--- src/include/scs_regs.svh ---
// Purpose: register offsets, field positions and reset values of the clock select block
// Assumes: byte-wide special function register bus, registers at their printed addresses
// Notes: divide select codes map 00 to the slowest ratio so that reset gives divide by sixteen
`ifndef SCS_REGS_SVH
`define SCS_REGS_SVH

// register addresses on the special function register bus
`define SCS_SRC_SEL_ADDR 8'hA9
`define SCS_HF_CTRL_ADDR 8'hB2
`define SCS_HF_TRIM_ADDR 8'hB3

// source select register fields
`define SCS_SRC_SEL_MSB 2
`define SCS_SRC_SEL_RST 3'h0

// high-frequency control register fields
`define SCS_HF_EN_BIT 7
`define SCS_HF_RDY_BIT 6
`define SCS_HF_SUSP_BIT 5
`define SCS_HF_DIV_MSB 1
`define SCS_HF_EN_RST 1'h1
`define SCS_HF_SUSP_RST 1'h0
`define SCS_HF_DIV_RST 2'h0

// divide select codes and the last count of each ratio
`define SCS_HF_DIV16_CODE 2'h0
`define SCS_HF_DIV8_CODE 2'h1
`define SCS_HF_DIV4_CODE 2'h2
`define SCS_HF_DIV2_CODE 2'h3
`define SCS_HF_DIV16_LAST 4'hF
`define SCS_HF_DIV8_LAST 4'h7
`define SCS_HF_DIV4_LAST 4'h3
`define SCS_HF_DIV2_LAST 4'h1

// trim register fields
`define SCS_HF_TRIM_MSB 6
`define SCS_HF_TRIM_RST 7'h00

`endif

--- src/include/scs_pkg.sv ---
// Purpose: shared types of the clock select block
// Assumes: used with scs_regs.svh for all numeric constants
// Notes: source codes follow the selector encoding, reserved codes have no member
package scs_pkg;

  // core clock sources, encoded as the selector field
  typedef enum logic [2:0] {
    SCS_SRC_HF_DIV = 3'h0,
    SCS_SRC_EXT = 3'h1,
    SCS_SRC_LF = 3'h2,
    SCS_SRC_HF_RAW = 3'h3,
    SCS_SRC_LP = 3'h5
  } scs_src_t;

  // states of the glitch-free source handover
  typedef enum logic [1:0] {
    SCS_SW_RUN = 2'h0,
    SCS_SW_DRAIN = 2'h1,
    SCS_SW_ALIGN = 2'h2
  } scs_sw_state_t;

  // one register bus request
  typedef struct packed {
    logic [7:0] addr;
    logic [7:0] wdata;
    logic we;
    logic re;
  } scs_sfr_req_t;

  // wake sources, all pin levels from other domains
  typedef struct packed {
    logic port0_match;
    logic port1_match;
    logic cmp0_enabled;
    logic cmp0_out;
    logic timer3_ovf;
  } scs_wake_t;

endpackage

--- src/core/scs_clock_select.sv ---
// Purpose: core clock source selection, high-frequency post-divider, trim and suspend control
// Assumes: oscillator outputs arrive as pin levels far slower than clk; registers on the sfr bus
// Notes: the core clock leaves as a one-cycle enable pulse, one per core clock period
//
// Functional notes
// - selector 000 gives divided high-frequency clock, 011 gives it undivided
// - selector 010 gives divided low-frequency clock, 101 low-power, others reserved
// - external oscillator drives core clock only with selector 001
// - external oscillator stays available to timers and counter array at all times
// - source may change any time; software picks only enabled, settled sources
// - internal high and low frequency sources usable right after enabling write
// - low-power oscillator runs while it is the chosen core clock and until the handover away from it completes
// - hardware raises the crystal settled flag once the crystal is stable
// - after reset the divided high-frequency source drives, selector reads zero
// - post-divider divides the high-frequency clock by 2, 4, 8 or 16
// - post-divider ratio is sixteen after reset
// - writing suspend stops the oscillator and gates its core clock until wake
// - wake on port 0 match, port 1 match, enabled comparator low, timer 3 overflow
// - any wake event resumes oscillator and core, interrupt or not
// - seven-bit trim sets period: zeros fastest, ones slowest
// - trim loads factory value on the first clock after reset release, top bit reads zero, ignores writes
// - upper five selector register bits read zero and ignore writes
// - divide select field sits in bits 1 to 0 of the control register
`timescale 1ns/1ps
`include "scs_regs.svh"
module scs_clock_select (
  input wire logic clk,
  input wire logic arst_n,
  input wire scs_pkg::scs_sfr_req_t sfr_req,
  output logic [7:0] sfr_rdata,
  input wire logic [6:0] trim_factory,
  input wire logic hf_osc_clk,
  input wire logic lf_osc_div_clk,
  input wire logic lp_osc_clk,
  input wire logic ext_osc_clk,
  input wire logic xtal_settled_pin,
  input wire scs_pkg::scs_wake_t wake_pins,
  output logic core_clock_out,
  output logic core_halted,
  output logic hf_osc_enable,
  output logic hf_osc_ready,
  output logic [6:0] hf_osc_trim_out,
  output logic lp_osc_enable,
  output logic ext_periph_tick,
  output logic crystal_settled_flag
);

  // synchroniser lane numbers
  localparam int N_SYNC = 10;
  localparam int L_HF = 0;
  localparam int L_LF = 1;
  localparam int L_LP = 2;
  localparam int L_EXT = 3;
  localparam int L_XTAL = 4;
  localparam int L_P0 = 5;
  localparam int L_P1 = 6;
  localparam int L_CMPEN = 7;
  localparam int L_CMPOUT = 8;
  localparam int L_T3 = 9;

  // decodes the divide select code into the last divider count
  function automatic logic [3:0] div_last(input logic [1:0] code);
    logic [3:0] last;
    last = `SCS_HF_DIV16_LAST;
    case (code)
      `SCS_HF_DIV16_CODE: last = `SCS_HF_DIV16_LAST;
      `SCS_HF_DIV8_CODE: last = `SCS_HF_DIV8_LAST;
      `SCS_HF_DIV4_CODE: last = `SCS_HF_DIV4_LAST;
      `SCS_HF_DIV2_CODE: last = `SCS_HF_DIV2_LAST;
      default: last = `SCS_HF_DIV16_LAST;
    endcase
    return last;
  endfunction

  // true for selector codes that name a real source
  function automatic logic src_valid(input logic [2:0] code);
    logic ok;
    ok = 1'h0;
    case (code)
      scs_pkg::SCS_SRC_HF_DIV: ok = 1'h1;
      scs_pkg::SCS_SRC_EXT: ok = 1'h1;
      scs_pkg::SCS_SRC_LF: ok = 1'h1;
      scs_pkg::SCS_SRC_HF_RAW: ok = 1'h1;
      scs_pkg::SCS_SRC_LP: ok = 1'h1;
      default: ok = 1'h0;
    endcase
    return ok;
  endfunction

  // true when the code names one of the high-frequency sources
  function automatic logic src_is_hf(input logic [2:0] code);
    return (code == scs_pkg::SCS_SRC_HF_DIV) || (code == scs_pkg::SCS_SRC_HF_RAW);
  endfunction

  logic [N_SYNC-1:0] pin_in;
  logic [N_SYNC-1:0] sync1_ff;
  logic [N_SYNC-1:0] sync2_ff;
  logic [N_SYNC-1:0] sync3_ff;
  logic [N_SYNC-1:0] rise;

  logic [2:0] core_clock_out_source_sel_ff;
  logic hf_en_ff;
  logic suspend_ff;
  logic [1:0] hf_divide_sel_ff;
  logic [6:0] hf_osc_trim_ff;
  logic trim_loaded_ff;
  logic [3:0] div_cnt_ff;
  logic core_tick_ff;
  logic ext_tick_ff;
  logic xtal_ff;
  logic [7:0] rdata_ff;

  logic nxt_suspend;
  logic [6:0] nxt_trim;
  logic [3:0] nxt_div_cnt;

  logic wr_sel;
  logic wr_ctrl;
  logic wr_trim;
  logic hf_run;
  logic hf_tick;
  logic hf_div_tick;
  logic [3:0] cnt_last;
  logic wake;
  logic [7:0] src_tick;
  logic sw_tick;
  logic sw_busy;
  scs_pkg::scs_src_t cur_src;
  scs_pkg::scs_src_t req_src;
  logic req_ok;
  logic [7:0] hf_osc_control_reg;
  logic [7:0] rd_val;

  // every pin level from another domain is gathered into one vector
  assign pin_in = {
    wake_pins.timer3_ovf,
    wake_pins.cmp0_out,
    wake_pins.cmp0_enabled,
    wake_pins.port1_match,
    wake_pins.port0_match,
    xtal_settled_pin,
    ext_osc_clk,
    lp_osc_clk,
    lf_osc_div_clk,
    hf_osc_clk
  };

  // two-flop synchronisers plus a third flop for edge detection on the second
  genvar gi;
  generate
    for (gi = 0; gi < N_SYNC; gi++) begin : g_sync
      always_ff @(posedge clk or negedge arst_n) begin
        if (!arst_n) begin
          sync1_ff[gi] <= 1'h0;
          sync2_ff[gi] <= 1'h0;
          sync3_ff[gi] <= 1'h0;
        end else begin
          sync1_ff[gi] <= pin_in[gi];
          sync2_ff[gi] <= sync1_ff[gi];
          sync3_ff[gi] <= sync2_ff[gi];
        end
      end
      assign rise[gi] = sync2_ff[gi] & ~sync3_ff[gi];
    end
  endgenerate

  // register write decode
  assign wr_sel = sfr_req.we && (sfr_req.addr == `SCS_SRC_SEL_ADDR);
  assign wr_ctrl = sfr_req.we && (sfr_req.addr == `SCS_HF_CTRL_ADDR);
  assign wr_trim = sfr_req.we && (sfr_req.addr == `SCS_HF_TRIM_ADDR);

  // wake events; a level wake holds the oscillator out of suspend while it stands
  assign wake = sync2_ff[L_P0] | sync2_ff[L_P1]
    | (sync2_ff[L_CMPEN] & ~sync2_ff[L_CMPOUT])
    | rise[L_T3];

  // a suspend write in the same cycle as a wake wins, since the wake predates it
  assign nxt_suspend = wr_ctrl ? sfr_req.wdata[`SCS_HF_SUSP_BIT]
    : (wake ? 1'h0 : suspend_ff);

  // only the low seven trim bits exist; factory value lands once after reset
  assign nxt_trim = wr_trim ? sfr_req.wdata[`SCS_HF_TRIM_MSB:0]
    : (trim_loaded_ff ? hf_osc_trim_ff : trim_factory);

  // oscillator runs when enabled and not suspended; ticks ignored otherwise
  assign hf_run = hf_en_ff & ~suspend_ff;
  assign hf_tick = rise[L_HF] & hf_run;

  // post-divider; a count past a newly shortened ratio wraps at once
  assign cnt_last = div_last(hf_divide_sel_ff);
  assign hf_div_tick = hf_tick && (div_cnt_ff >= cnt_last);
  assign nxt_div_cnt = !hf_tick ? div_cnt_ff
    : (hf_div_tick ? 4'h0 : div_cnt_ff + 4'h1);

  // tick per source, indexed by selector code; reserved codes carry nothing
  assign src_tick[scs_pkg::SCS_SRC_HF_DIV] = hf_div_tick;
  assign src_tick[scs_pkg::SCS_SRC_EXT] = rise[L_EXT];
  assign src_tick[scs_pkg::SCS_SRC_LF] = rise[L_LF];
  assign src_tick[scs_pkg::SCS_SRC_HF_RAW] = hf_tick;
  assign src_tick[4] = 1'h0;
  assign src_tick[scs_pkg::SCS_SRC_LP] = rise[L_LP];
  assign src_tick[6] = 1'h0;
  assign src_tick[7] = 1'h0;

  // a reserved code leaves the running source in place
  assign req_ok = src_valid(core_clock_out_source_sel_ff);
  assign req_src = scs_pkg::scs_src_t'(core_clock_out_source_sel_ff);

  // handover between sources happens on period boundaries only
  scs_clk_switch u_switch (
    .clk(clk),
    .arst_n(arst_n),
    .src_tick(src_tick),
    .req_sel(req_src),
    .req_valid(req_ok),
    .tick_out(sw_tick),
    .cur_sel(cur_src),
    .busy(sw_busy)
  );

  // core is halted while suspended on a high-frequency source
  assign core_halted = suspend_ff && src_is_hf(cur_src);

  // low-power oscillator kept on until the handover away from it completes
  assign lp_osc_enable = (core_clock_out_source_sel_ff == scs_pkg::SCS_SRC_LP)
    || (cur_src == scs_pkg::SCS_SRC_LP) || (sw_busy && req_src == scs_pkg::SCS_SRC_LP);

  assign hf_osc_enable = hf_run;
  assign hf_osc_ready = hf_run;
  assign hf_osc_trim_out = hf_osc_trim_ff;
  assign core_clock_out = core_tick_ff;
  assign ext_periph_tick = ext_tick_ff;
  assign crystal_settled_flag = xtal_ff;
  assign sfr_rdata = rdata_ff;

  // control register image; bits 4 to 2 read zero
  assign hf_osc_control_reg = {
    hf_en_ff,
    hf_run,
    suspend_ff,
    3'h0,
    hf_divide_sel_ff
  };

  // read select; unmapped addresses read zero
  assign rd_val = (sfr_req.addr == `SCS_SRC_SEL_ADDR) ? {5'h00, core_clock_out_source_sel_ff}
    : (sfr_req.addr == `SCS_HF_CTRL_ADDR) ? hf_osc_control_reg
    : (sfr_req.addr == `SCS_HF_TRIM_ADDR) ? {1'h0, hf_osc_trim_ff}
    : 8'h00;

  // selector register; reset returns to the divided high-frequency source
  always_ff @(posedge clk or negedge arst_n) begin
    if (!arst_n) begin
      core_clock_out_source_sel_ff <= `SCS_SRC_SEL_RST;
    end else if (wr_sel) begin
      core_clock_out_source_sel_ff <= sfr_req.wdata[`SCS_SRC_SEL_MSB:0];
    end
  end

  // control register fields
  always_ff @(posedge clk or negedge arst_n) begin
    if (!arst_n) begin
      hf_en_ff <= `SCS_HF_EN_RST;
      hf_divide_sel_ff <= `SCS_HF_DIV_RST;
    end else if (wr_ctrl) begin
      hf_en_ff <= sfr_req.wdata[`SCS_HF_EN_BIT];
      hf_divide_sel_ff <= sfr_req.wdata[`SCS_HF_DIV_MSB:0];
    end
  end

  // suspend state
  always_ff @(posedge clk or negedge arst_n) begin
    if (!arst_n) begin
      suspend_ff <= `SCS_HF_SUSP_RST;
    end else begin
      suspend_ff <= nxt_suspend;
    end
  end

  // trim is a strap caught after reset release, not under the reset itself
  always_ff @(posedge clk or negedge arst_n) begin
    if (!arst_n) begin
      hf_osc_trim_ff <= `SCS_HF_TRIM_RST;
      trim_loaded_ff <= 1'h0;
    end else begin
      hf_osc_trim_ff <= nxt_trim;
      trim_loaded_ff <= 1'h1;
    end
  end

  // post-divider counter
  always_ff @(posedge clk or negedge arst_n) begin
    if (!arst_n) begin
      div_cnt_ff <= 4'h0;
    end else begin
      div_cnt_ff <= nxt_div_cnt;
    end
  end

  // registered outputs; external tick goes to peripherals whatever drives the core
  always_ff @(posedge clk or negedge arst_n) begin
    if (!arst_n) begin
      core_tick_ff <= 1'h0;
      ext_tick_ff <= 1'h0;
      xtal_ff <= 1'h0;
    end else begin
      core_tick_ff <= sw_tick & ~core_halted;
      ext_tick_ff <= rise[L_EXT];
      xtal_ff <= sync2_ff[L_XTAL];
    end
  end

  // read data register, updated on each read strobe
  always_ff @(posedge clk or negedge arst_n) begin
    if (!arst_n) begin
      rdata_ff <= 8'h00;
    end else if (sfr_req.re) begin
      rdata_ff <= rd_val;
    end
  end

endmodule

--- src/core/scs_clk_switch.sv ---
// Purpose: glitch-free handover of the core clock tick between sources
// Assumes: src_tick holds one-cycle tick pulses, one per source period
// Notes: a dead old source stalls the handover; software only picks live sources
`timescale 1ns/1ps
module scs_clk_switch (
  input wire logic clk,
  input wire logic arst_n,
  input wire logic [7:0] src_tick,
  input wire scs_pkg::scs_src_t req_sel,
  input wire logic req_valid,
  output logic tick_out,
  output scs_pkg::scs_src_t cur_sel,
  output logic busy
);

  scs_pkg::scs_sw_state_t state_ff;
  scs_pkg::scs_sw_state_t nxt_state;
  scs_pkg::scs_src_t cur_ff;
  scs_pkg::scs_src_t nxt_cur;
  scs_pkg::scs_src_t tgt_ff;
  scs_pkg::scs_src_t nxt_tgt;
  logic cur_tick;

  assign cur_tick = src_tick[cur_ff];
  assign cur_sel = cur_ff;
  assign busy = (state_ff != scs_pkg::SCS_SW_RUN);

  // old source ends its period, new source's first tick is swallowed to start a whole one
  always_comb begin
    nxt_state = state_ff;
    nxt_cur = cur_ff;
    nxt_tgt = tgt_ff;
    tick_out = 1'h0;
    case (state_ff)
      scs_pkg::SCS_SW_RUN: begin
        tick_out = cur_tick;
        if (req_valid && req_sel != cur_ff) begin
          nxt_tgt = req_sel;
          nxt_state = scs_pkg::SCS_SW_DRAIN;
        end
      end
      scs_pkg::SCS_SW_DRAIN: begin
        tick_out = cur_tick;
        if (req_valid) begin
          nxt_tgt = req_sel;
        end
        if (cur_tick) begin
          nxt_cur = req_valid ? req_sel : tgt_ff;
          nxt_state = scs_pkg::SCS_SW_ALIGN;
        end
      end
      scs_pkg::SCS_SW_ALIGN: begin
        if (cur_tick) begin
          nxt_state = scs_pkg::SCS_SW_RUN;
        end
      end
      default: begin
        nxt_state = scs_pkg::SCS_SW_RUN;
      end
    endcase
  end

  // handover state, reset onto the divided high-frequency source
  always_ff @(posedge clk or negedge arst_n) begin
    if (!arst_n) begin
      state_ff <= scs_pkg::SCS_SW_RUN;
      cur_ff <= scs_pkg::SCS_SRC_HF_DIV;
      tgt_ff <= scs_pkg::SCS_SRC_HF_DIV;
    end else begin
      state_ff <= nxt_state;
      cur_ff <= nxt_cur;
      tgt_ff <= nxt_tgt;
    end
  end

endmodule

--- config.mk ---
export PLATFORM = sky130hd
export DESIGN_NAME = scs_clock_select
export DESIGN_NICKNAME = d
export VERILOG_FILES = /design/src/include/scs_pkg.sv /design/src/core/scs_clock_select.sv /design/src/core/scs_clk_switch.sv
export VERILOG_INCLUDE_DIRS = /design/src /design/src/include
export SDC_FILE = /design/constraint.sdc
export NUM_CORES = 1
export LEC_CHECK = 0
export BUFFER_PORTS_ARGS = -buffer_cell sky130_fd_sc_hd__buf_2
export CELL_PAD_IN_SITES_DETAIL_PLACEMENT = 1
export CELL_PAD_IN_SITES_GLOBAL_PLACEMENT = 2
export CORE_MARGIN = 8
export CORE_UTILIZATION = 32
export CTS_CLUSTER_SIZE = 25
export DETAILED_ROUTE_END_ITERATION = 6
export PLACE_DENSITY = 0.86
export SLEW_MARGIN = 20
export SYNTH_ARGS = -nofsm -noshare
export SYNTH_HDL_FRONTEND = slang
export SYNTH_HIERARCHICAL = 1
export SYNTH_SLANG_ARGS = --single-unit
--- constraint.sdc ---
create_clock -name clk -period 2.66 [get_ports clk]
set_input_delay 0.266 -clock clk [delete_from_list [all_inputs] [get_ports clk]]
set_output_delay 0.266 -clock clk [all_outputs]
set_load 0.005 [all_outputs]
==> results of run 1 <==
-- metal layers --
layer	vias up	global-route usage, %
li1	874	-
met1	937	12.6
met5	-	0
met2	39	17.8
met4	0	4.92
met3	10	4.02
-- stage by stage --
stage	hold WS, ns	TNS, ns	power, mW	utilization [%]	setup slack (ns)
after floorplan	-0.0296	0	1.11	-	0.0466
after global placement	0.333	0	1.20	37.8	0.0531
after detailed placement	0.336	-0.0296	1.20	37.8	-0.0104
after CTS	0.00876	-0.000163	1.98	40.3	-0.000163
after global routing	0.000665	-0.0138	2.04	40.7	-0.00585
final	0.0233	0	1.96	40.7	0.103
-- report_power, final --
part           internal (mW)  total [mW]  switching [mW]
logic                 0.0728       0.152          0.0791
clock network          0.355       0.771           0.415
registers               1.00        1.04          0.0327
-- layout make-up --
class                           instances  area, um^2
Inverter                                8        30.0
Tap cell                              105         131
Timing Repair Buffer                   65         343
Clock inverter                          7        60.1
Multi-Input combinational cell        127        1050
Fill cell                             885        4820
Sequential cell                        63        1580
Clock buffer                            9         124
-- repair_timing --
item / CTS / global route
pin swaps: 1 / 1
hold buffers: 0 / 0
hold endpoints to repair: 0 / 0
buffers inserted: 3 / 0
endpoints found under the setup margin: 3 / 3
gates resized for setup: 0 / 8
-- state kept, by name, indices dropped and copies added (netlist names) --
name                          cells
core_clock_out_source_sel_ff      3
div_cnt_ff                        4
u_switch/cur_sel                  3
u_switch/state_ff                 2
u_switch/tgt_ff                   3
hf_divide_sel_ff                  2
hf_osc_trim_out                   7
sync2_ff                         10
trim_loaded_ff                    1
suspend_ff                        1
hf_en_ff                          1
sync3_ff                          5
crystal_settled_flag              1
ext_periph_tick                   1
sync1_ff                         10
sfr_rdata                         8
core_clock_out                    1
-- final timing paths --
check,end,slack (ns)
min reg2reg,crystal_settled_flag,0.35
min in group asynchronous,u_switch/tgt_ff[2],0.09
max in group asynchronous,hf_divide_sel_ff[1],2.04
max reg2reg,u_switch/cur_sel[1],0.10
min,sync1_ff[6],0.02
max,u_switch/cur_sel[1],0.10
==> impl_metrics.json, run 1 <==
{
  "vdd_drop_max_mv": 0.282,
  "post_dp_cell_area_um2": 3070,
  "ys_warn_count": 6,
  "antenna_found_initial": 0,
  "start_util_pct": 32.6,
  "ff2ff_path_depth": 9,
  "cp.arrival_ns": 2.78,
  "avgRoutedWirePerCell_um": 15.7,
  "grt_use_total_pct": 10.9,
  "hold_viol": 0,
  "rows": 33,
  "p_per_area_nw_per_um2": 591,
  "syn_inst": 203,
  "hold_path.class": "in -> reg",
  "crit_path_top_delay_cell": "mux4_2",
  "finalCriticalPeriod_ns": 2.56,
  "firstDrtPassIters": 4,
  "cp-end-kind": "register",
  "clk_latency_ns": 0.34,
  "worst_pin_slew_ns": 0.796,
  "path_buf_inv": 0,
  "cts_tree": "built",
  "cp.required_ns": 2.88,
  "r2r-start": "hf_divide_sel_ff[1]",
  "place_congestion": 0.739,
  "routed_via_density": 4.84,
  "crit_type": "reg -> reg",
  "grt_overflow": 0,
  "hpwlAfterDp_mm": 4.47,
  "max_freq_mhz": 391,
  "crit_family": "multiplexers",
  "avgSynthCellArea_um2": 13.1,
  "final-setup-viol-count": 0,
  "syn-cell-area_um2": 2650,
  "drt_iter0_drc": 48,
  "worstPathCellList": "or2_4, ha_4, nand2_2, o21ai_2, and2_1, mux2i_1, mux4_2, nor3b_4, mux2_4",
  "grt_max_degree": 64,
  "power.leakage_nw": 1.61,
  "num_vias": 1860,
  "grt_pass1_vias": 2052,
  "fin_area_um2": 3310,
  "root_buffer": "clkbuf_8",
  "wl_met1_mm": 2.62,
  "io_pins": 59,
  "instances_no_fill": 384,
  "fin_skew_ns": 0.00611,
  "crit_cells": 9,
  "route.met3.wl_um": 320,
  "port_buffers": 58,
  "detail-route-antenna-nets": 0,
  "clock-sinks": 63,
  "min_from": "wake_pins[3]",
  "maxCapViolations": 0,
  "critPathLaunchType": "register",
  "die_x_um": 107,
  "status": "finished clean",
  "wl_met2_mm": 2.99,
  "rsz0062_at_grt": "true",
  "slew_headroom_pct": 46.9,
  "top_layer": "met4",
  "core_area_um2": 8130,
  "htree_levels": 3,
  "final_layout_size_suffix_gt1_share_pct": 37.6,
  "critPathMaxFanout": 4,
  "mostFrequentLayoutCells": "62 x dfrtp_1, 58 x buf_2, 16 x mux2i_1, 10 x mux2_2",
  "place_inst": 365,
  "die_area_um2": 11500,
  "num_antenna_cells": 0,
  "drv_slew": 0,
  "grt_pass1_wl_mm": 9.92,
  "worstSetupStartpoint": "hf_divide_sel_ff[1]",
  "cts.clk_slew.worst_paths_ns": 0.08,
  "chipHeight_um": 107,
  "period_share_pct": 96.1,
  "clock_path_buffers": 2,
  "max_stage_delay_ns": 0.51,
  "syn_to_final_growth_pct": 24.8,
  "final_common_cell": "dfrtp_1",
  "layout.nets": 315,
  "drc": 0,
  "holdPathStages": 1,
  "numCtsBuffers": 9,
  "drt_wl_total_mm": 6.05
}
No activity file was read; power rests on OpenSTA's default activity.
==> run 2, diff against run 1 <==
--- a/config.mk
+++ b/config.mk
@@ -13,7 +13,9 @@
 export CORE_UTILIZATION = 32
 export CTS_CLUSTER_SIZE = 25
 export DETAILED_ROUTE_END_ITERATION = 6
+export MAX_ROUTING_LAYER = met4
 export PLACE_DENSITY = 0.86
+export RECOVER_POWER = 25
 export SLEW_MARGIN = 20
 export SYNTH_ARGS = -nofsm -noshare
 export SYNTH_HDL_FRONTEND = slang
==> impl_metrics.json, run 2 (same netlist as run 1, synthesis figures left out) <==
{
  "status": "finished with violations",
  "violations": "max-capacitance violations, max-slew violations",
  "rows": 33,
  "reg2reg_to": "u_switch/cur_sel[1]",
  "slew_headroom_pct": -2.83,
  "hold_viol": 0,
  "avgRoutedWirePerCell_um": 15.7,
  "cp-end-kind": "register",
  "post_dp_cell_area_um2": 3070,
  "p_per_area_nw_per_um2": 591,
  "grt_use_total_pct": 11.3,
  "vdd_drop_max_mv": 0.282,
  "final_common_cell": "dfrtp_1",
  "drt_wl_total_mm": 6.03,
  "worstSetupStartpoint": "hf_divide_sel_ff[1]",
  "firstDrtPassIters": 4,
  "die_x_um": 107,
  "hold_path.class": "in -> reg",
  "numCtsBuffers": 9,
  "cts_hold_buf": 0,
  "preCtsSetupSlack_ns": -0.0104,
  "cp-endpoint": "u_switch/cur_sel[1]",
  "detail-route-antenna-nets": 0,
  "syn_to_final_growth_pct": 24.8,
  "port_buffers": 58,
  "cts_tree": "built",
  "critPathMaxFanout": 4,
  "fin_skew_ns": 0.00601,
  "max_freq_mhz": 391,
  "maxCapViolations": 1,
  "drc": 0,
  "io_pins": 59,
  "worst_pin_slew_ns": 1.54,
  "rrSetupSlack_ns": 0.10,
  "drv_slew": 64,
  "fillers": 886,
  "place_congestion": 0.749,
  "place_inst": 365,
  "antenna_found_initial": 0,
  "fin_area_um2": 3310,
  "num_vias": 1856,
  "r2r-start": "hf_divide_sel_ff[1]",
  "htree_levels": 3,
  "grt_max_degree": 64,
  "final_layout_size_suffix_gt1_share_pct": 37.6,
  "core_area_um2": 8130,
  "layout.nets": 315,
  "root_buffer": "clkbuf_8",
  "power.leakage_nw": 1.61,
  "grt_pass1_vias": 2053,
  "period_share_pct": 96.1,
  "max_stage_delay_ns": 0.51,
  "clock_path_buffers": 2,
  "hpwlAfterDp_mm": 4.47,
  "chipHeight_um": 107,
  "clk_latency_ns": 0.34,
  "clock-sinks": 63,
  "cp.required_ns": 2.89,
  "routed_via_density": 4.83,
  "grt_pass1_wl_mm": 9.91,
  "num_antenna_cells": 0,
  "final-setup-viol-count": 0,
  "setup_slack_ns": 0.103,
  "p_total_mw": 1.96,
  "start_util_pct": 32.6,
  "grt_overflow": 0,
  "die_area_um2": 11500,
  "finalCriticalPeriod_ns": 2.56,
  "worstPathCellList": "or2_4, ha_4, nand2_2, o21ai_2, and2_1, mux2i_1, mux4_2, nor3b_4, mux2_4",
  "crit_type": "reg -> reg",
  "mostFrequentLayoutCells": "62 x dfrtp_1, 58 x buf_2, 16 x mux2i_1, 10 x mux2_2",
  "ff2ff_path_depth": 9,
  "drt_iter0_drc": 60,
  "critPathLaunchType": "register",
  "cp.arrival_ns": 2.78,
  "crit_path_top_delay_cell": "mux4_2",
  "rsz0062_at_grt": "true",
  "instances_no_fill": 384,
  "cts.clk_slew.worst_paths_ns": 0.08
}
run 2: changes by cell type in the layout (fill, tap and decap cells not counted), sizes merged:
cell,delta
clkbuf,+1
buf,-1
run 2: through the flow:
step           hold slack, ns  setup TNS, ns  util (%)
2_1_floorplan         -0.0296              0         -
3_3_place_gp            0.333              0      37.8
3_5_place_dp            0.336        -0.0296      37.8
4_1_cts               0.00876      -0.000163      40.3
5_1_grt              0.000741        -0.0138      40.7
6_report               0.0233              0      40.7
run 2: layout make-up:
cell class	instances	area [um^2]	share of cell area (%)
clock buffers	9	124	3.74
clock inverters	7	60.1	1.81
inverters	8	30.0	0.907
multi-input cells	127	1050	31.6
flip-flops and latches	63	1580	47.7
well taps	105	131	3.97
repair buffers	65	340	10.3
run 2: repair_timing:
item                       in CTS  in global routing
setup endpoints to repair       3                  3
setup buffers                   3                  0
resized for setup               0                  8
pin swaps                       1                  1
gates cloned                    0                  0
run 2: how the worst min path moves through the flow:
stage,startpoint,to,cells past startpoint
final,wake_pins[3],sync1_ff[6],1
after global routing,hf_osc_clk,sync1_ff[0],1
after CTS,hf_osc_clk,sync1_ff[0],1
after detailed placement,sync2_ff[4],crystal_settled_flag,0
after global placement,sync1_ff[3],sync2_ff[3],0
after floorplan,arst_n,core_clock_out,0
run 2: report_power, final:
group	internal (mW)	switching (mW)
clock network	0.355	0.414
registers	1.00	0.0325
logic	0.0723	0.0791
run 2: layer usage:
layer	track usage, %	part of all wire [%]	wire length [um]	up-vias
met3	3.84	4.9	297	10
li1	-	-	-	874
met4	4.92	1.9	112	0
met5	-	0	0	-
met2	17.8	50	2990	39
met1	12.7	44	2630	933
run 2: worst max-delay path, delay by kind of cell, from the launching register on:
family	cells	cell delay (ns)
AO/OA/AOI/OAI	1	0.11
adder cells (fa/ha/maj)	1	0.27
flip-flops	1	0.42
multiplexers	3	0.90
AND/OR/NAND/NOR	4	0.74
